==> config.mk <==
export PLATFORM = sky130hd
export DESIGN_NAME = asp_tdm
export DESIGN_NICKNAME = d
export VERILOG_FILES = /design/src/core/asp_pkg.sv /design/src/core/asp_tdm.sv
export VERILOG_INCLUDE_DIRS = /design/src /design/src/core
export SDC_FILE = /design/constraint.sdc
export NUM_CORES = 1
export LEC_CHECK = 0
export BUFFER_PORTS_ARGS = -buffer_cell sky130_fd_sc_hd__buf_2
export CAP_MARGIN = 20
export CORE_UTILIZATION = 25
export CTS_BUF_LIST = sky130_fd_sc_hd__clkbuf_4 sky130_fd_sc_hd__clkbuf_8 sky130_fd_sc_hd__clkbuf_16
export DETAILED_ROUTE_END_ITERATION = 10
export PLACE_DENSITY_LB_ADDON = 0.08
export SYNTH_ARGS = -nofsm -noshare
export SYNTH_HDL_FRONTEND = slang
export SYNTH_SLANG_ARGS = --single-unit
export TNS_END_PERCENT = 30
==> constraint.sdc <==
create_clock -name mclk -period 9.6 [get_ports mclk]
set_clock_uncertainty 0.05 [all_clocks]
set_input_delay 0 -clock mclk [delete_from_list [all_inputs] [get_ports mclk]]
set_output_delay 0 -clock mclk [all_outputs]
set_load 0.05 [all_outputs]
==> src/core/asp_map.svh <==
// Register map, field positions, reset values and timing counts of the audio port
`ifndef ASP_MAP_SVH
`define ASP_MAP_SVH

`define ASP_CTRL_OFS     8'h07
`define ASP_ENA_OFS      8'h08
`define ASP_STAT_OFS     8'h09

`define ASP_CTRL_RST     16'h000A
`define ASP_CTRL_MASK    16'h1E5F
`define ASP_ENA_MASK     16'h0003
`define ASP_ENA_RST      16'h0000

`define ASP_ENA_REC_BIT  0
`define ASP_ENA_PLAY_BIT 1

`define ASP_MCLK_NS      5
`define ASP_BCLK_NS      80
`define ASP_BCLK_HALF    (`ASP_BCLK_NS / (2 * `ASP_MCLK_NS))
`define ASP_FRAME_BCLKS  64
`define ASP_REAL_BITS    24

`endif

==> src/core/asp_pkg.sv <==
// Types shared by the audio serial port
package asp_pkg;

   typedef enum logic [1:0] {FMT_RJ, FMT_LJ, FMT_I2S, FMT_DSP} asp_fmt_t;
   typedef enum logic [1:0] {WL_16, WL_20, WL_24, WL_32} asp_wl_t;

   typedef struct packed {
      logic [2:0] rsv_hi;
      logic       play_slot_mode_enable;
      logic       play_slot_select;
      logic       rec_slot_mode_enable;
      logic       rec_slot_select;
      logic [1:0] rsv_mid;
      logic       port_master_select;
      logic       rsv_lo;
      logic       frame_polarity_select;
      asp_wl_t    sample_word_length;
      asp_fmt_t   framing_format;
   } asp_ctrl_t;

   typedef struct packed {
      logic [23:0] left;
      logic [23:0] right;
   } asp_pair_t;

   typedef struct packed {
      logic       hit;
      logic       ch;
      logic [5:0] k;
   } asp_slot_t;

endpackage

==> src/core/asp_tdm.sv <==
// Serial audio port with master/slave clocking, four framings and two-slot multiplexing
`timescale 1ns/1ps
`include "asp_map.svh"

module asp_tdm #(
   parameter int BCLK_HALF   = `ASP_BCLK_HALF,
   parameter int FRAME_BCLKS = `ASP_FRAME_BCLKS,
   parameter int POS_W       = 10
) (
   input  wire logic              mclk,
   input  wire logic              rst,
   input  wire logic [7:0]        reg_addr,
   input  wire logic [15:0]       reg_wdata,
   input  wire logic              reg_wr,
   input  wire logic              reg_rd,
   output logic [15:0]            reg_rdata,
   input  wire logic              bclk_in,
   output logic                   bclk_out,
   output logic                   bclk_oe,
   input  wire logic              frame_clk_in,
   output logic                   frame_clk_out,
   output logic                   frame_clk_oe,
   output logic                   rec_sample_out,
   output logic                   rec_sample_oe,
   input  wire logic              play_sample_in,
   input  wire asp_pkg::asp_pair_t rec_data,
   output logic                   rec_taken,
   output asp_pkg::asp_pair_t     play_data,
   output logic                   play_valid
);
   import asp_pkg::*;

   // ------------------------------------------------------------------
   // Elaboration checks
   // ------------------------------------------------------------------
   // Slot mode with 32-bit words needs 128 bit clocks a frame; the
   // frame length is left to the integrator rather than refused here
   initial begin
      if (BCLK_HALF < 2) begin
         $error("asp_tdm: bit clock half period below two system clocks");
      end
      if (FRAME_BCLKS < 4 || FRAME_BCLKS % 2 != 0) begin
         $error("asp_tdm: frame length must be even and at least four");
      end
      if (FRAME_BCLKS >= 2 ** POS_W || POS_W > 16) begin
         $error("asp_tdm: position counter too narrow for the frame");
      end
   end

   // ------------------------------------------------------------------
   // Helpers
   // ------------------------------------------------------------------
   function automatic int wl_bits(input asp_wl_t code);
      unique case (code)
         WL_16: wl_bits = 16;
         WL_20: wl_bits = 20;
         WL_24: wl_bits = 24;
         WL_32: wl_bits = 32;
      endcase
   endfunction

   // Frame start: DSP on the pulse's rising edge, other framings on any edge
   function automatic logic frame_edge(input asp_fmt_t fmt,
                                       input logic     now,
                                       input logic     was);
      frame_edge = (fmt == FMT_DSP) ? (now & ~was) : (now ^ was);
   endfunction

   // Bit position at the coming rise; saturates so an unframed line stays put
   function automatic logic [POS_W-1:0] pos_step(input logic             tick,
                                                 input logic [POS_W-1:0] cur);
      pos_step = tick ? '0 : ((&cur) ? cur : cur + 1'b1);
   endfunction

   // Locates bit position pos within a slot word; ch is the phase for non-DSP
   function automatic asp_slot_t slot_locate(input logic [POS_W-1:0] pos,
                                             input logic             ch,
                                             input asp_ctrl_t        c,
                                             input logic             slot_en,
                                             input logic             slot_sel,
                                             input logic [POS_W-1:0] plen);
      int        p;
      int        wl;
      int        start;
      logic      sel;
      asp_slot_t r;
      p     = int'(pos);
      wl    = wl_bits(c.sample_word_length);
      sel   = slot_en & slot_sel;
      start = 0;
      r     = '0;
      r.ch  = ch;
      unique case (c.framing_format)
         FMT_RJ: begin
            // Slot 1 is the last word so that its LSB meets the transition
            start = int'(plen) - (slot_en ? 2 * wl : wl) + (sel ? wl : 0);
         end
         FMT_LJ: begin
            start = sel ? wl : 0;
         end
         FMT_I2S: begin
            start = 1 + (sel ? wl : 0);
         end
         FMT_DSP: begin
            start = (c.frame_polarity_select ? 0 : 1) + (sel ? 2 * wl : 0);
            r.ch  = 1'b0;
            if (p >= start + wl) begin
               start = start + wl;
               r.ch  = 1'b1;
            end
         end
      endcase
      r.hit = (p >= start) && (p < start + wl) && (int'(plen) > 0 ||
              c.framing_format != FMT_RJ);
      r.k   = 6'(p - start);
      slot_locate = r;
   endfunction

   // ------------------------------------------------------------------
   // Register port
   // ------------------------------------------------------------------
   asp_ctrl_t        ctrl;
   logic [15:0]      port_enable;
   logic [7:0]       frame_count;
   logic             frame_seen;
   logic             rec_en;
   logic             play_en;
   logic             master;
   logic [15:0]      status_word;

   assign rec_en  = port_enable[`ASP_ENA_REC_BIT];
   assign play_en = port_enable[`ASP_ENA_PLAY_BIT];
   assign master  = ctrl.port_master_select;
   // Status is packed apart so the read select stays one plain word
   assign status_word = {frame_count, 5'h00, bclk_oe, play_en & frame_seen, frame_seen};

   // Reserved control bits are masked off so they always read zero
   always_ff @(posedge mclk or posedge rst) begin
      if (rst) begin
         ctrl        <= asp_ctrl_t'(`ASP_CTRL_RST);
         port_enable <= `ASP_ENA_RST;
      end else if (reg_wr) begin
         if (reg_addr == `ASP_CTRL_OFS) begin
            ctrl <= asp_ctrl_t'(reg_wdata & `ASP_CTRL_MASK);
         end
         if (reg_addr == `ASP_ENA_OFS) begin
            port_enable <= reg_wdata & `ASP_ENA_MASK;
         end
      end
   end

   // Read data stands one cycle, then returns to zero
   always_ff @(posedge mclk or posedge rst) begin
      if (rst) begin
         reg_rdata <= 16'h0000;
      end else if (reg_rd) begin
         unique case (reg_addr)
            `ASP_CTRL_OFS: reg_rdata <= 16'(ctrl);
            `ASP_ENA_OFS:  reg_rdata <= port_enable;
            `ASP_STAT_OFS: reg_rdata <= status_word;
            default:       reg_rdata <= 16'h0000;
         endcase
      end else begin
         reg_rdata <= 16'h0000;
      end
   end

   // ------------------------------------------------------------------
   // Master clock generation
   // ------------------------------------------------------------------
   logic [15:0]      div_cnt;
   logic [POS_W-1:0] mcnt;
   logic [POS_W-1:0] next_mcnt;
   logic             gen_run;
   logic             left_level;

   // Left phase level: high for justified framings, low for I2S, inverted when frame_polarity_select is set
   assign left_level = (ctrl.framing_format != FMT_I2S) ^ ctrl.frame_polarity_select;
   assign gen_run    = master & (rec_en | play_en);
   assign next_mcnt  = (int'(mcnt) == FRAME_BCLKS - 1) ? '0 : mcnt + 1'b1;

   // Divider restarts whenever the port stops, so every run starts alike
   always_ff @(posedge mclk or posedge rst) begin
      if (rst) begin
         div_cnt       <= 16'h0000;
         bclk_out      <= 1'b0;
         mcnt          <= '0;
         frame_clk_out <= 1'b0;
      end else if (!gen_run) begin
         div_cnt       <= 16'h0000;
         bclk_out      <= 1'b0;
         mcnt          <= POS_W'(FRAME_BCLKS - 1);
         frame_clk_out <= ~left_level & (ctrl.framing_format != FMT_DSP);
      end else if (int'(div_cnt) == BCLK_HALF - 1) begin
         div_cnt  <= 16'h0000;
         bclk_out <= ~bclk_out;
         // Frame clock moves only with a falling bit clock edge
         if (bclk_out) begin
            mcnt <= next_mcnt;
            if (ctrl.framing_format == FMT_DSP) begin
               frame_clk_out <= (next_mcnt == '0);
            end else begin
               frame_clk_out <= (int'(next_mcnt) < FRAME_BCLKS / 2) ? left_level : ~left_level;
            end
         end
      end else begin
         div_cnt <= div_cnt + 16'h0001;
      end
   end

   // Clock pins are driven only while master and a direction is active
   always_ff @(posedge mclk or posedge rst) begin
      if (rst) begin
         bclk_oe      <= 1'b0;
         frame_clk_oe <= 1'b0;
      end else begin
         bclk_oe      <= gen_run;
         frame_clk_oe <= gen_run;
      end
   end

   // ------------------------------------------------------------------
   // Edge tracking, common to master and slave
   // ------------------------------------------------------------------
   logic             bclk_s;
   logic             fc_s;
   logic             bclk_d;
   logic             fc_rise;
   logic             bit_rise;
   logic             bit_fall;
   logic             frame_tick;
   logic [POS_W-1:0] pos;
   logic [POS_W-1:0] plen;
   logic [POS_W-1:0] next_pos;
   logic             rx_ch;

   // One edge detector serves both roles, so timing is the same either way
   assign bclk_s   = master ? bclk_out : bclk_in;
   assign fc_s     = master ? frame_clk_out : frame_clk_in;
   assign bit_rise = bclk_s & ~bclk_d;
   assign bit_fall = ~bclk_s & bclk_d;

   assign frame_tick = frame_edge(ctrl.framing_format, fc_s, fc_rise);
   assign next_pos   = pos_step(frame_tick, pos);
   assign rx_ch      = (fc_s != left_level);

   always_ff @(posedge mclk or posedge rst) begin
      if (rst) begin
         bclk_d      <= 1'b0;
         fc_rise     <= 1'b0;
         pos         <= '1;
         plen        <= '0;
         frame_seen  <= 1'b0;
         frame_count <= 8'h00;
      end else begin
         bclk_d <= bclk_s;
         if (bit_rise) begin
            fc_rise <= fc_s;
            pos     <= next_pos;
            if (frame_tick) begin
               // Phase length feeds right justified placement of the next phase
               plen       <= pos + 1'b1;
               frame_seen <= 1'b1;
               if (ctrl.framing_format == FMT_DSP || !rx_ch) begin
                  frame_count <= frame_count + 8'h01;
               end
            end
         end
      end
   end

   // ------------------------------------------------------------------
   // Playback receive
   // ------------------------------------------------------------------
   asp_slot_t        rx_slot;
   logic [23:0]      rx_shift;
   logic [23:0]      rx_word;
   logic [5:0]       rx_last;
   logic [23:0]      play_left;

   // Control changes take effect mid-frame; stop the port before rewriting
   assign rx_slot = slot_locate(next_pos, rx_ch, ctrl, ctrl.play_slot_mode_enable,
                                ctrl.play_slot_select, frame_tick ? pos + 1'b1 : plen);
   // 32-bit words keep only the first 24 bits; the rest is padding
   assign rx_last = (ctrl.sample_word_length == WL_32) ? 6'h17
                                                       : 6'(wl_bits(ctrl.sample_word_length) - 1);
   assign rx_word = {rx_shift[22:0], play_sample_in} << (5'h17 - 5'(rx_last));

   always_ff @(posedge mclk or posedge rst) begin
      if (rst) begin
         rx_shift   <= 24'h000000;
         play_left  <= 24'h000000;
         play_data  <= '0;
         play_valid <= 1'b0;
      end else begin
         play_valid <= 1'b0;
         // Bits past the 24th of a 32-bit word are dropped
         if (bit_rise && play_en && rx_slot.hit && rx_slot.k <= rx_last) begin
            rx_shift <= {rx_shift[22:0], play_sample_in};
            if (rx_slot.k == rx_last) begin
               if (!rx_slot.ch) begin
                  play_left <= rx_word;
               end else begin
                  play_data  <= '{left: play_left, right: rx_word};
                  play_valid <= 1'b1;
               end
            end
         end
      end
   end

   // ------------------------------------------------------------------
   // Record transmit
   // ------------------------------------------------------------------
   asp_slot_t        tx_slot;
   asp_pair_t        tx_hold;
   logic             tx_tick;
   logic [POS_W-1:0] tx_pos;
   logic             tx_ch;
   logic [4:0]       tx_idx;
   logic [23:0]      tx_word;
   logic             tx_real;

   // Output changes on the falling edge, so predict the coming rising edge
   assign tx_tick = frame_edge(ctrl.framing_format, fc_s, fc_rise);
   assign tx_pos  = pos_step(tx_tick, pos);
   assign tx_ch   = (fc_s != left_level);
   assign tx_slot = slot_locate(tx_pos, tx_ch, ctrl, ctrl.rec_slot_mode_enable,
                                ctrl.rec_slot_select, tx_tick ? pos + 1'b1 : plen);
   assign tx_word = tx_slot.ch ? tx_hold.right : tx_hold.left;
   assign tx_idx  = 5'h17 - 5'(tx_slot.k);
   assign tx_real = tx_slot.k < 6'(wl_bits(ctrl.sample_word_length) < `ASP_REAL_BITS ?
                                   wl_bits(ctrl.sample_word_length) : `ASP_REAL_BITS);

   always_ff @(posedge mclk or posedge rst) begin
      if (rst) begin
         tx_hold   <= '0;
         rec_taken <= 1'b0;
      end else begin
         rec_taken <= 1'b0;
         // Sample pair is taken once per frame so both channels stay matched
         if (bit_fall && tx_tick && (ctrl.framing_format == FMT_DSP || !tx_ch)) begin
            tx_hold   <= rec_data;
            rec_taken <= rec_en;
         end
      end
   end

   // Record line changes one system clock after a falling bit clock edge
   always_ff @(posedge mclk or posedge rst) begin
      if (rst) begin
         rec_sample_out <= 1'b0;
         rec_sample_oe  <= 1'b0;
      end else if (!rec_en) begin
         rec_sample_out <= 1'b0;
         rec_sample_oe  <= 1'b0;
      end else if (bit_fall) begin
         if (tx_slot.hit && tx_real) begin
            rec_sample_out <= tx_word[tx_idx];
            rec_sample_oe  <= 1'b1;
         end else if (tx_slot.hit) begin
            // Low 8 bits of a 32-bit word are left to the bus pull
            rec_sample_out <= 1'b0;
            rec_sample_oe  <= 1'b0;
         end else begin
            rec_sample_out <= 1'b0;
            rec_sample_oe  <= ~ctrl.rec_slot_mode_enable;
         end
      end
   end

endmodule

Word level (Yosys, flattened, before mapping)
Index checks and enable logic that the tools add are counted.
Operators by class
  add/subtract/negate cells: 21
  order comparisons: 12
  eq/ne operators: 18
  shift operators: 1
  multiplexer cells: 53
  bitwise operators: 18
  reduce and logical (&&, ||, !) cells: 25
Operator list (number)
  $pmux W32 S4: 3
  $mux W32: 8
  $add A32 B32 Y32: 7
  $ge A11 B32 Y1: 4
  $mux W10: 7
  $add A2 B32 Y32 const A: 2
  $lt A11 B32 Y1: 2
  $sub A11 B32 Y32: 2
  $mux W16: 3
  $pmux W16 S3: 1
  $add A2 B32 Y32: 1
  $lt A32 B6 Y1 const B: 1
  $mux W1: 27
  $mux W24: 1
  $shl A24 B5 Y24: 1
  $add A10 B1 Y10 const B: 2
  $add A16 B1 Y16 const B: 1
  $eq A16 B4 Y1 const B: 1
  $eq A8 B4 Y1 const B: 2
  $mux W6: 2
  $sub A6 B6 Y6: 2
  $eq A10 B7 Y1 const B: 1
  $gt A10 B1 Y1 const B: 1
  $logic_and A1 B1 Y1: 10
  other kinds (27): 56
Word-level totals
  flip-flop bits (word level): 235
  input port bits: 79
  output and inout port bits: 72
  logic and storage cells: 179

Depth between registers and ports, before layout
Gate-level depths: netlist (run 1).
  word-level depth: 16
  gate-level depth with buffers: 39
  gate-level depth less buffers: 37

Least setup slack after synthesis (run 1)
OpenSTA, ideal clock, no wires.
  path type: register to register
  start point: reg frame_clk_out
  end point: reg play_data[21] in the netlist's numbering
  setup time: 0.128 ns
  data arrival time: 7.209 ns
  data required time: 9.422 ns
  setup slack: 2.214 ns
  stages on the path, launching flop included: 36
  path buffers: 4
  period minus slack after synthesis: 7.386 ns
  cell sequence: dfrtp_1 -> mux2_2 -> ha_1 -> a21bo_2 -> nand2_1 -> clkbuf_1 -> buf_1 -> nand2_1 -> ha_1 -> nand2b_1 -> o21ai_0 -> nor2b_1 -> o41a_1 -> o21ai_4 -> mux2_2 -> nand2_1 -> o211ai_1 -> o21a_1 -> ha_1 -> a21oi_1 -> inv_1 -> a21oi_1 -> nor2_1 -> xor2_1 -> ha_1 -> nor3_1 -> o21ai_0 -> o221ai_1 -> a21oi_1 -> a2bb2oi_1 -> a31oi_1 -> nor4_4 -> nand3_1 -> buf_2 -> buf_6 -> mux2_1
Between the ends
  word-level cells in the longest chain between the ends: 14
  elaborated cells on any way between the ends: 27
  classes of those cells: add/sub (4); order compare (5); eq/ne (2); mux (8); bitwise (2); reduce/logical (6)
Ends and longest elaborated chain
  start: declaration: RTL line asp_tdm.sv:21  | output logic frame_clk_out,
  start signal: assignment: RTL line asp_tdm.sv:193  | frame_clk_out <= ~left_level & (ctrl.framing_format != FMT_DSP);
  start signal: assignment: RTL line asp_tdm.sv:201  | frame_clk_out <= (next_mcnt == '0);
  start signal: assignment: RTL line asp_tdm.sv:203  | frame_clk_out <= (int'(next_mcnt) < FRAME_BCLKS / 2) ? left_level : ~left_level;
  $mux W1 (*): RTL line asp_tdm.sv:239  | assign fc_s = master ? frame_clk_out : frame_clk_in;
  via fc_s: RTL line asp_tdm.sv:226  | logic fc_s;
  $xor A1 B1 Y1 / $and A1 B1 Y1 (equally long branches): RTL line asp_tdm.sv:66  | frame_edge = (fmt == FMT_DSP) ? (now & ~was) : (now ^ was);
  $mux W1: RTL line asp_tdm.sv:66
  $mux W10, on equally long branches: RTL line asp_tdm.sv:283, asp_tdm.sv:72
  $sub A11 B32 Y32 / $ge A11 B32 Y1 (equally long branches): RTL line asp_tdm.sv:96, asp_tdm.sv:107
  $add A32 B32 Y32 / $mux W32 (equally long branches): RTL line asp_tdm.sv:96, asp_tdm.sv:107
  $pmux W32 S4: RTL line asp_tdm.sv:93  | unique case (c.framing_format)
  $add A32 B32 Y32: RTL line asp_tdm.sv:113  | r.hit = (p >= start) && (p < start + wl) && (int'(plen) > 0 ||
  $lt A11 B32 Y1: RTL line asp_tdm.sv:113
  $logic_and A1 B1 Y1 (2 in series): RTL line asp_tdm.sv:113
  $logic_and A1 B1 Y1 (2 in series): RTL line asp_tdm.sv:298  | if (bit_rise && play_en && rx_slot.hit && rx_slot.k <= rx_last) begin
  $reduce_and A3 Y1 (no source line) (*)
  end signal: assignment: RTL line asp_tdm.sv:304  | play_data <= '{left: play_left, right: rx_word};
  end: declaration: RTL line asp_tdm.sv:28  | output asp_pkg::asp_pair_t play_data,
The timed path passes the listed nets; every way through them passes the cells marked *.
A chain may end at the register's enable or synchronous reset.

Worst setup path in the final report (run 1)
  start point: reg ctrl (netlist bit master)
  end point: reg rec_sample_oe
Between the ends
  word-level cells in the longest chain between the ends: 15
  elaborated cells on any way between the ends: 29
  classes of those cells: add/sub (4); order compare (5); eq/ne (1); mux (11); bitwise (4); reduce/logical (4)
Ends and longest elaborated chain
  start: declaration: RTL line asp_tdm.sv:122  | asp_ctrl_t ctrl;
  start signal: assignment: RTL line asp_tdm.sv:140  | ctrl <= asp_ctrl_t'(`ASP_CTRL_RST);
  start signal: assignment: RTL line asp_tdm.sv:144  | ctrl <= asp_ctrl_t'(reg_wdata & `ASP_CTRL_MASK);
  $mux W1 (*): RTL line asp_tdm.sv:239
  via fc_s: RTL line asp_tdm.sv:226
  $xor A1 B1 Y1 / $and A1 B1 Y1 (equally long branches)
  $mux W1 (*)
  $mux W10 (*)
  via next_pos[7]: RTL line asp_tdm.sv:234  | logic [POS_W-1:0] next_pos;
  $ge A11 B32 Y1: RTL line asp_tdm.sv:107  | if (p >= start + wl) begin
  $mux W32: RTL line asp_tdm.sv:107
  $pmux W32 S4: RTL line asp_tdm.sv:93
  $add A32 B32 Y32: RTL line asp_tdm.sv:113
  $lt A11 B32 Y1: RTL line asp_tdm.sv:113
  $logic_and A1 B1 Y1 (2 in series): RTL line asp_tdm.sv:113
  $mux W1 / $logic_and A1 B1 Y1 (equally long branches): RTL line asp_tdm.sv:361, asp_tdm.sv:358
  $mux W1 (*): RTL line asp_tdm.sv:358  | if (tx_slot.hit && tx_real) begin
  $mux W1 (*): RTL line asp_tdm.sv:357  | end else if (bit_fall) begin
  $mux W1 (*): RTL line asp_tdm.sv:354  | end else if (!rec_en) begin
  end signal: assignment: RTL line asp_tdm.sv:367  | rec_sample_oe <= ~ctrl.rec_slot_mode_enable;
  end: declaration: RTL line asp_tdm.sv:24  | output logic rec_sample_oe,
The timed path passes the listed nets; every way through them passes the cells marked *. The select of a mux whose other input is x is not followed.

==> results of run 1 <==
==> per-stage QoR <==
stage | hold slack [ps] | util
CTS | 29.3 | 0.313
global placement | 183 | 0.283
floorplan | 100 | -
detailed placement | 188 | 0.284
finish | 58.5 | 0.314
global route | 118 | 0.314
==> cells by family after synthesis <==
| group | count (synthesis) | share of synthesized area |
|---|---|---|
| AO/OA/AOI/OAI | 269 | 0.125 |
| XOR/XNOR | 75 | 0.0455 |
| adder cells (fa/ha/maj) | 100 | 0.0917 |
| buffers and inverters | 145 | 0.0405 |
| flip-flops | 233 | 0.405 |
| multiplexers | 204 | 0.163 |
| other | 2 | 0.000520 |
| AND/OR/NAND/NOR | 384 | 0.130 |
==> synth_stat cells (30+ instances only) <==
cell type	count
a21oi_1	70
clkbuf_1	37
dfrtp_1	221
ha_1	89
inv_1	79
mux2_1	40
mux2_2	133
nand2_1	116
nand3_1	40
nor2_1	97
o21ai_0	59
xnor2_1	45
xor2_1	30
==> area by class of cell <==
cell class | count | area share
clock buffer | 44 | 0.0492
clock inverter | 8 | 0.00506
multi-input combinational | 1036 | 0.450
tap | 756 | 0.0531
timing repair buffer | 247 | 0.0969
inverter | 81 | 0.0175
sequential | 233 | 0.328
==> worst max-delay path by stage <==
stage | start | end
finish | master | rec_sample_oe
global route | master | rec_sample_oe
CTS | master | rec_sample_oe
detailed placement | master | rec_sample_oe
global placement | master | rec_sample_oe
floorplan | frame_clk_out | play_data[21]
==> routing by layer <==
layer,vias up,global-route usage,part of all wire
met5,-,0,0.00070
met1,5541,0.208,0.47
met4,4,0.0359,0.017
met3,48,0.0179,0.028
met2,121,0.256,0.49
li1,5459,-,-
==> critical path, delay by kind of cell (launching register included) <==
kind | cells | cell delay [ps]
AO/OA/AOI/OAI | 13 | 3840
AND/OR/NAND/NOR | 7 | 1460
adder cells (fa/ha/maj) | 4 | 1430
buffers and inverters | 4 | 800
multiplexers | 2 | 740
flip-flops | 1 | 430
==> power groups by stage <==
stage	clock network, W	logic [W]	registers [W]
final	0.00110	0.00186	0.00115
after global routing	0.00119	0.00209	0.00116
after CTS	0.00115	0.00188	0.00115
after detailed placement	0	0.00184	0.00117
after global placement	0	0.00184	0.00116
after floorplan	0	0.00134	0.00114
==> sequential cells by signal, indices dropped and copies added, names as in the netlist, 2 cells and up <==
name	count
play_data	48
frame_count	8
tx_hold	48
play_left	24
mcnt	10
pos	10
reg_rdata	14
div_cnt	16
port_enable	2
ctrl	9
rx_shift	23
plen	10
==> metrics.csv, run 1 <==
metric;value;unit
crit path DAT;9300;ps
RSZ-0062 raised after global routing;false;
setup TNS;0;ps
R2R Path Start;master;
Max Cap Viol;0;
Final Hold Vio Count;0;
pin count of the biggest net entering global routing;136;
CTS Buf Count;29;
Syn Area/Cell;10.2;sq um
count of cells along the worst register-to-register path;30;
share of layout cells above drive strength 1;0.242;
Final HPWL DP;32.7;mm
Pwr Total;0.00411;W
initial core utilization;0.254;
Worst R2R End;rec_sample_oe;
n_diodes;0;
gr ovfl total;0;
CP max stage cell;a2111oi_0;
Final min period;8870;ps
setup bufs post-CTS;0;
num rows;87;
Hold Startpoint;reg_addr[7];
first-pass GRT wire length;70.4;mm
Seq cells post-synth;233;
Worst Path Max Fanout;11;
Psw;0.00158;W
combinational share of power;0.452;
area of the multi-input gates;8020;sq um
CTS tree;done;
Final Cycle Share;0.924;
Fmax;0.113;GHz
Worst IR Drop VDD;0.000145;V
Synth area leaders;dfrtp_1 38%, mux2_2 10%, ha_1 7.7%, mux2_1 3.1%, nand2_1 3.0%;
Non-Filler Instances;2405;
slew margin rel.;0.377;
critical path required time;10030;ps
Num Clock Sinks;233;
register area;5850;sq um
CP endpoint kind;flip-flop;
switch share;0.385;
Ys Warns;0;
Seq pwr share;0.280;
Die Ht;242;um
Hold Crit Class;input port to flip-flop;
wire per inst;18.4;um
Hold Path Depth;7;
clock root buffer;clkbuf_16;
Clock Tree Buf Depth;3;
top-area cell type share of the netlist area;0.383;
internal power;0.00253;W
commonest non-fill, non-tap cell in the layout;dfrtp_1;
final net count;1806;
GPL Wtd Cong;0.811;
final wirelength;44.3;mm
Worst-path clk slew;60;ps
number of synthesized flops with an enable pin;0;
synthesized cell area;14400;sq um
drt first pass iters;5;
P_leak;8.44;nW
IO Port Bufs;142;
status;completed;
Iteration-0 DRC Markers;505;
Inst Count DP;2279;
Setup Viol. Count Final;0;
count of different cell masters after synthesis;84;
max-slew violation count;0;
CP max stage delay;750;ps
vias in the first global route;11600;
Tightest Pin Transition;934;ps
Core Area;56700;sq um
post-route ant nets;0;
Die X;242;um
r2r setup slk;730;ps
# fillers;5907;
Setup WS pre-CTS;809;ps
register area share after synthesis;0.405;
Gate Count Post-Synth;1412;
Worst-Skew Late Latency;570;ps
Clk network pwr share;0.269;
full die area;58700;sq um
H-Tree Depth;1;
number of remaining DRC errors;0;
Tot GR Track Use;0.153;
ys async rst share;1.00;
initial antenna violation count;2;
final setup margin;730;ps
post-CTS resize count;0;
most frequent cells in the layout;221 x dfrtp_1, 142 x buf_2, 133 x mux2_2, 116 x nand2_1, 97 x nor2_1;
drt via density;4.65;
synth-to-layout area growth;23.4;%
post-route design area;17800;sq um
leading area contributor after synthesis;dfrtp_1;
IO Count;151;
hold buffer count at cts;72;
kind of critical path;flip-flop to flip-flop;
routed via count;11200;
crit path launch type;flip-flop;
area post-placement;16100;sq um
PD cells;231;nW/um^2
hold worst-path end;reg_rdata[1];
Main synth FF type;dfrtp_1;
Power figures use the tool's default switching activity.
==> run 2, diff against run 1 <==
Settings changed: REMOVE_ABC_BUFFERS from default to 1.
==> run 2 against run 1 <==
Against the previous run: non-clock buffer count increased by 1; fmax increased by 2.7%; combinational power about the same; sequential share of layout area increased by 0.18 points; first-iteration DRC count decreased by 7.7%; sequential power about the same; register-to-register slack improved by 230 ps; sequential cell count unchanged; design area decreased by 0.53%; utilization decreased by 0.17 points; worst setup slack improved by 230 ps; routed wire length about the same; largest power group unchanged; highest routed layer is now met4.
==> metrics.csv, run 2 (synthesis results as in run 1) <==
metric;value;unit
pin count of the biggest net entering global routing;112;
initial antenna violation count;0;
vias in the first global route;11600;
RSZ-0062 raised after global routing;false;
Setup Viol. Count Final;0;
clock root buffer;clkbuf_16;
GPL Wtd Cong;0.862;
P_leak;8.40;nW
Worst IR Drop VDD;0.000138;V
PD cells;229;nW/um^2
num rows;87;
Tightest Pin Transition;931;ps
Hold Startpoint;reg_addr[4];
initial core utilization;0.254;
Inst Count DP;2284;
most frequent cells in the layout;221 x dfrtp_1, 143 x buf_2, 133 x mux2_2, 116 x nand2_1, 97 x nor2_1;
IO Port Bufs;142;
final core occ;0.312;
Hold Crit Class;input port to flip-flop;
Max Cap Viol;0;
# fillers;5935;
crit path launch type;flip-flop;
Worst-path clk slew;60;ps
switch share;0.383;
synth-to-layout area growth;22.8;%
share of layout cells above drive strength 1;0.242;
Worst-Skew Late Latency;560;ps
gr ovfl total;0;
Die Ht;242;um
Die X;242;um
slew margin rel.;0.375;
Pwr Total;0.00405;W
Num Clock Sinks;233;
routed via count;11100;
Clk network pwr share;0.261;
R2R Path Start;master;
setup TNS;0;ps
number of remaining DRC errors;0;
internal power;0.00250;W
max-slew violation count;0;
Final HPWL DP;32.6;mm
Psw;0.00155;W
crit path DAT;9060;ps
IO Count;151;
Non-Filler Instances;2402;
register area;5850;sq um
area of the multi-input gates;8020;sq um
Tot GR Track Use;0.152;
n_diodes;0;
H-Tree Depth;1;
CTS tree;done;
r2r setup slk;960;ps
CP endpoint kind;flip-flop;
commonest non-fill, non-tap cell in the layout;dfrtp_1;
status;completed;
combinational share of power;0.456;
kind of critical path;flip-flop to flip-flop;
final hold slack;46.0;ps
drt via density;4.63;
Final Hold Vio Count;0;
critical path required time;10020;ps
Critical Path Start;master;
wire per inst;18.4;um
Clock Tree Buf Depth;3;
CTS Buf Count;28;
Final Cycle Share;0.900;
first-pass GRT wire length;69.7;mm
largest registers;play_data: 48 flops, tx_hold: 48 flops, play_left: 24 flops;
full die area;58700;sq um
final wirelength;44.3;mm
Final min period;8640;ps
final net count;1806;
post-CTS resize count;0;
drt first pass iters;5;
Fmax;0.116;GHz
Worst Path Max Fanout;11;
Core Area;56700;sq um
post-route ant nets;0;
Seq pwr share;0.283;
Iteration-0 DRC Markers;466;
[run 2: cell types whose count changed in the layout (fill, tap and decap cells not counted)]
cell           previous run  this run
clkinv_2                  4         1
clkbuf_4                  9        10
clkbuf_16                29        28
dlygate4sd3_1            73        70
inv_16                    1         0
buf_16                    1         0
inv_8                     2         1
clkinv_8                  0         1
buf_2                   142       143
buf_12                    2         0
buf_4                    29        35
[run 2: cell type report]
cell class / instances / share of cell area
flip-flops and latches: 233 / 0.330
multi-input cells: 1036 / 0.452
clock buffers: 44 / 0.0484
inverters: 81 / 0.0176
well taps: 756 / 0.0534
clock inverters: 4 / 0.00339
repair buffers: 248 / 0.0948
[run 2: path summary, 6_finish.rpt]
check	cells after the start	to
setup / recovery	27	rec_sample_oe
hold / removal	5	reg_rdata[9]
setup reg to reg	27	rec_sample_oe
hold reg to reg	1	frame_count[7]
max in group asynchronous	5	frame_seen
min in group asynchronous	3	play_left[21]
[run 2: layer usage]
metal / GRT usage / share of wire / wire length (um)
met1: 0.206 / 0.47 / 20800
met2: 0.251 / 0.47 / 20800
met3: 0.0214 / 0.039 / 1730
met4: 0.0413 / 0.021 / 928
met5: 0 / 0 / 0
[run 2: timing repair]
action	in CTS	in global routing
hold buffers	70	0
hold endpoints to repair	184	0
setup buffers	0	0
[run 2: per-stage QoR]
stage / worst slack (ps) / cell area [sq um]
after floorplan: 448 / 14200
after global placement: 1160 / 16100
after detailed placement: 1120 / 16100
after CTS: 990 / 17700
after global routing: 424 / 17700
final: 961 / 17700
[run 2: worst max-delay path, stage by stage (launching register included)]
cell and delay [ps]:
dfrtp_1 500, mux2_2 430, ha_1 350, a21boi_0 190, nor2_1 700, a21oi_1 170
buf_4 250, ha_1 310, nand3_1 140, nor2_1 50, a2111oi_0 740, o31a_1 470
o22ai_1 130, a22o_1 340, ha_1 250, inv_1 70, fa_1 430, ha_1 300
o21ai_0 80, nor3_1 60, a2111oi_0 590, a21oi_1 180, o31ai_1 400, o21ba_2 220
nor4b_1 420, buf_4 230, mux2_2 330, a21oi_1 160
[run 2: power groups by stage]
| stage | Combinational (W) | Clock, W | Sequential, W |
|---|---|---|---|
| CTS | 0.00187 | 0.00110 | 0.00115 |
| finish | 0.00185 | 0.00106 | 0.00115 |
| detailed placement | 0.00183 | 0 | 0.00116 |
| global placement | 0.00183 | 0 | 0.00116 |
| floorplan | 0.00133 | 0 | 0.00115 |
| global route | 0.00209 | 0.00114 | 0.00116 |
==> run 3, diff against run 2 <==
Settings changed: ABC_AREA from default to 1.
==> run 3 against run 2 <==
Against the previous run: global-route usage rose by 0.59 points; sequential share of layout area is 0.097 points lower; critical endpoint is now play_left[14]; sequential cell count did not move; highest routed layer is now met5; sequential power is 6% lower; count of clock-buffer cells in the layout fell by 3.
==> metrics.csv, run 3 <==
metric;value;unit
Final Hold Vio Count;0;
post-route ant nets;0;
Worst Path Max Fanout;24;
drt via density;4.56;
Worst R2R End;play_left[14];
synth-to-layout area growth;23.2;%
Clock Tree Buf Depth;3;
num rows;87;
Final min period;7590;ps
commonest non-fill, non-tap cell in the layout;nand2_1;
H-Tree Depth;1;
Critical Path Start;ctrl[3];
leading area contributor after synthesis;dfrtp_1;
Gate Count Post-Synth;1809;
Tightest Pin Transition;925;ps
Max Cap Viol;0;
Hold Crit Class;input port to asynchronous set/reset pin;
crit path launch type;flip-flop;
slew margin rel.;0.384;
hold buffer count at cts;76;
Final HPWL DP;33.3;mm
gr ovfl total;0;
wire per inst;16.6;um
Worst-Skew Late Latency;590;ps
pin count of the biggest net entering global routing;119;
Synth area leaders;dfrtp_1 38%, nand2_1 12%, ha_1 7.7%, inv_1 5.6%, o21ai_0 4.2%;
Syn Area/Cell;7.97;sq um
Seq cells post-synth;233;
post-CTS resize count;0;
IO Count;151;
Die X;242;um
most frequent cells in the layout;443 x nand2_1, 221 x dfrtp_1, 215 x inv_1, 143 x buf_2, 121 x o21ai_0;
initial antenna violation count;1;
Worst-path clk slew;70;ps
number of synthesized flops with an enable pin;0;
final core occ;0.313;
Main synth FF type;dfrtp_1;
max-slew violation count;0;
most frequent cell after synthesis;nand2_1;
register area share after synthesis;0.405;
synthesized cell area;14400;sq um
synth cell count leaders;443 x nand2_1, 221 x dfrtp_1, 216 x inv_1;
CTS tree;done;
top-area cell type share of the netlist area;0.383;
Final Cycle Share;0.791;
final net count;2188;
kind of critical path;flip-flop to flip-flop;
number of remaining DRC errors;0;
n_diodes;0;
most used cell along the critical path;inv_1;
Pwr Total;0.00623;W
Iteration-0 DRC Markers;722;
R2R Path Start;ctrl[3];
clock root buffer;clkbuf_16;
setup bufs post-CTS;0;
worst setup path end;play_left[14];
share of layout cells above drive strength 1;0.154;
CP endpoint kind;flip-flop;
CTS Buf Count;30;
GPL Wtd Cong;0.846;
Ys Warns;0;
routed via count;12700;
status;completed;
Tot GR Track Use;0.158;
Num Clock Sinks;233;
count of cells along the worst register-to-register path;29;
IO Port Bufs;142;
ys async rst share;1.00;
Worst IR Drop VDD;0.000181;V
# fillers;6067;
first-pass GRT wire length;73.5;mm
largest registers;play_data: 48 flops, tx_hold: 48 flops, play_left: 24 flops;
r2r setup slk;2010;ps
vias in the first global route;12700;
setup TNS;0;ps
Die Ht;242;um
Fmax;0.132;GHz
drt first pass iters;5;
initial core utilization;0.254;
full die area;58700;sq um
CP max stage cell;dfstp_2;
Core Area;56700;sq um
RSZ-0062 raised after global routing;false;
P_leak;9.18;nW
critical path required time;10030;ps
CP max stage delay;920;ps
Setup Viol. Count Final;0;
PD cells;351;nW/um^2
count of different cell masters after synthesis;55;
crit path DAT;8020;ps
final wirelength;46.2;mm
## run 3: cell types whose count changed after synthesis, sizes merged, moves of 23 or more
cell / change
o21ai: +64
nand2: +333
inv: +143
xnor2: -35
nand3: +69
mux2: -124
mux2i: -23
nand4: +78
## run 3: stage by stage
step / instance area [sq um] / instances / setup slack, ps / hold slack, ps
floorplan: 14100 / 1743 / 1490 / 53.9
global placement: 15900 / 2657 / 1870 / 183
detailed placement: 15900 / 2658 / 1890 / 186
CTS: 17800 / 2790 / 1860 / 81.5
global route: 17800 / 2790 / 1170 / 102
finish: 17800 / 2790 / 2010 / 52.3
## run 3: final cells by class
class / instances / area, sq um / share of cell area
Tap cell: 756 / 946 / 0.0532
Sequential cell: 233 / 5850 / 0.329
Clock inverter: 15 / 203 / 0.0114
Inverter: 224 / 851 / 0.0479
Clock buffer: 41 / 865 / 0.0487
Timing Repair Buffer: 235 / 1620 / 0.0913
Multi-Input combinational cell: 1286 / 7440 / 0.419
## run 3: layer usage
metal / up-vias / wire length [um] / global-route usage
li1: 6436 / - / -
met1: 6040 / 22800 / 0.225
met2: 205 / 20900 / 0.252
met3: 46 / 1700 / 0.0208
met4: 2 / 883 / 0.0344
met5: - / 13 / 0
## run 3: where the power goes
group          internal, W  leakage [nW]  switching (W)
Combinational      0.00138          5.65        0.00257
Clock             0.000738         0.537       0.000471
Sequential         0.00104          2.99      0.0000369
Total              0.00316          9.18        0.00308
## run 3: kinds of logic (layout without fill, tap and decap cells)
family,count (synthesis),after routing,synth area share
xor+xnor,40,40,0.0243
fa+ha+maj,99,99,0.0911
simple gates,822,822,0.255
buf+inv,292,515,0.0802
compound gates,271,271,0.104
flops,233,233,0.405
mux,50,50,0.0390
other cells,2,4,0.000521
## run 3: worst min-delay path by stage
stage | endpoint | slack, ps
global route | tx_hold[34] | 100
global placement | tx_hold[24] | 180
CTS | tx_hold[25] | 80
detailed placement | tx_hold[1] | 190
finish | ctrl[11] | 50
floorplan | reg_rdata[0] | 50
## run 3: critical path, delay by kind of cell, from the launching register on
family                     cells  cell delay (ps)
adders and majority gates      4             1100
DFF                            1              920
AOI/OAI and AO/OA              6             1610
buffers and inverters          5              620
xor gates and xnor gates       1              140
and+or+nand+nor               13             3010
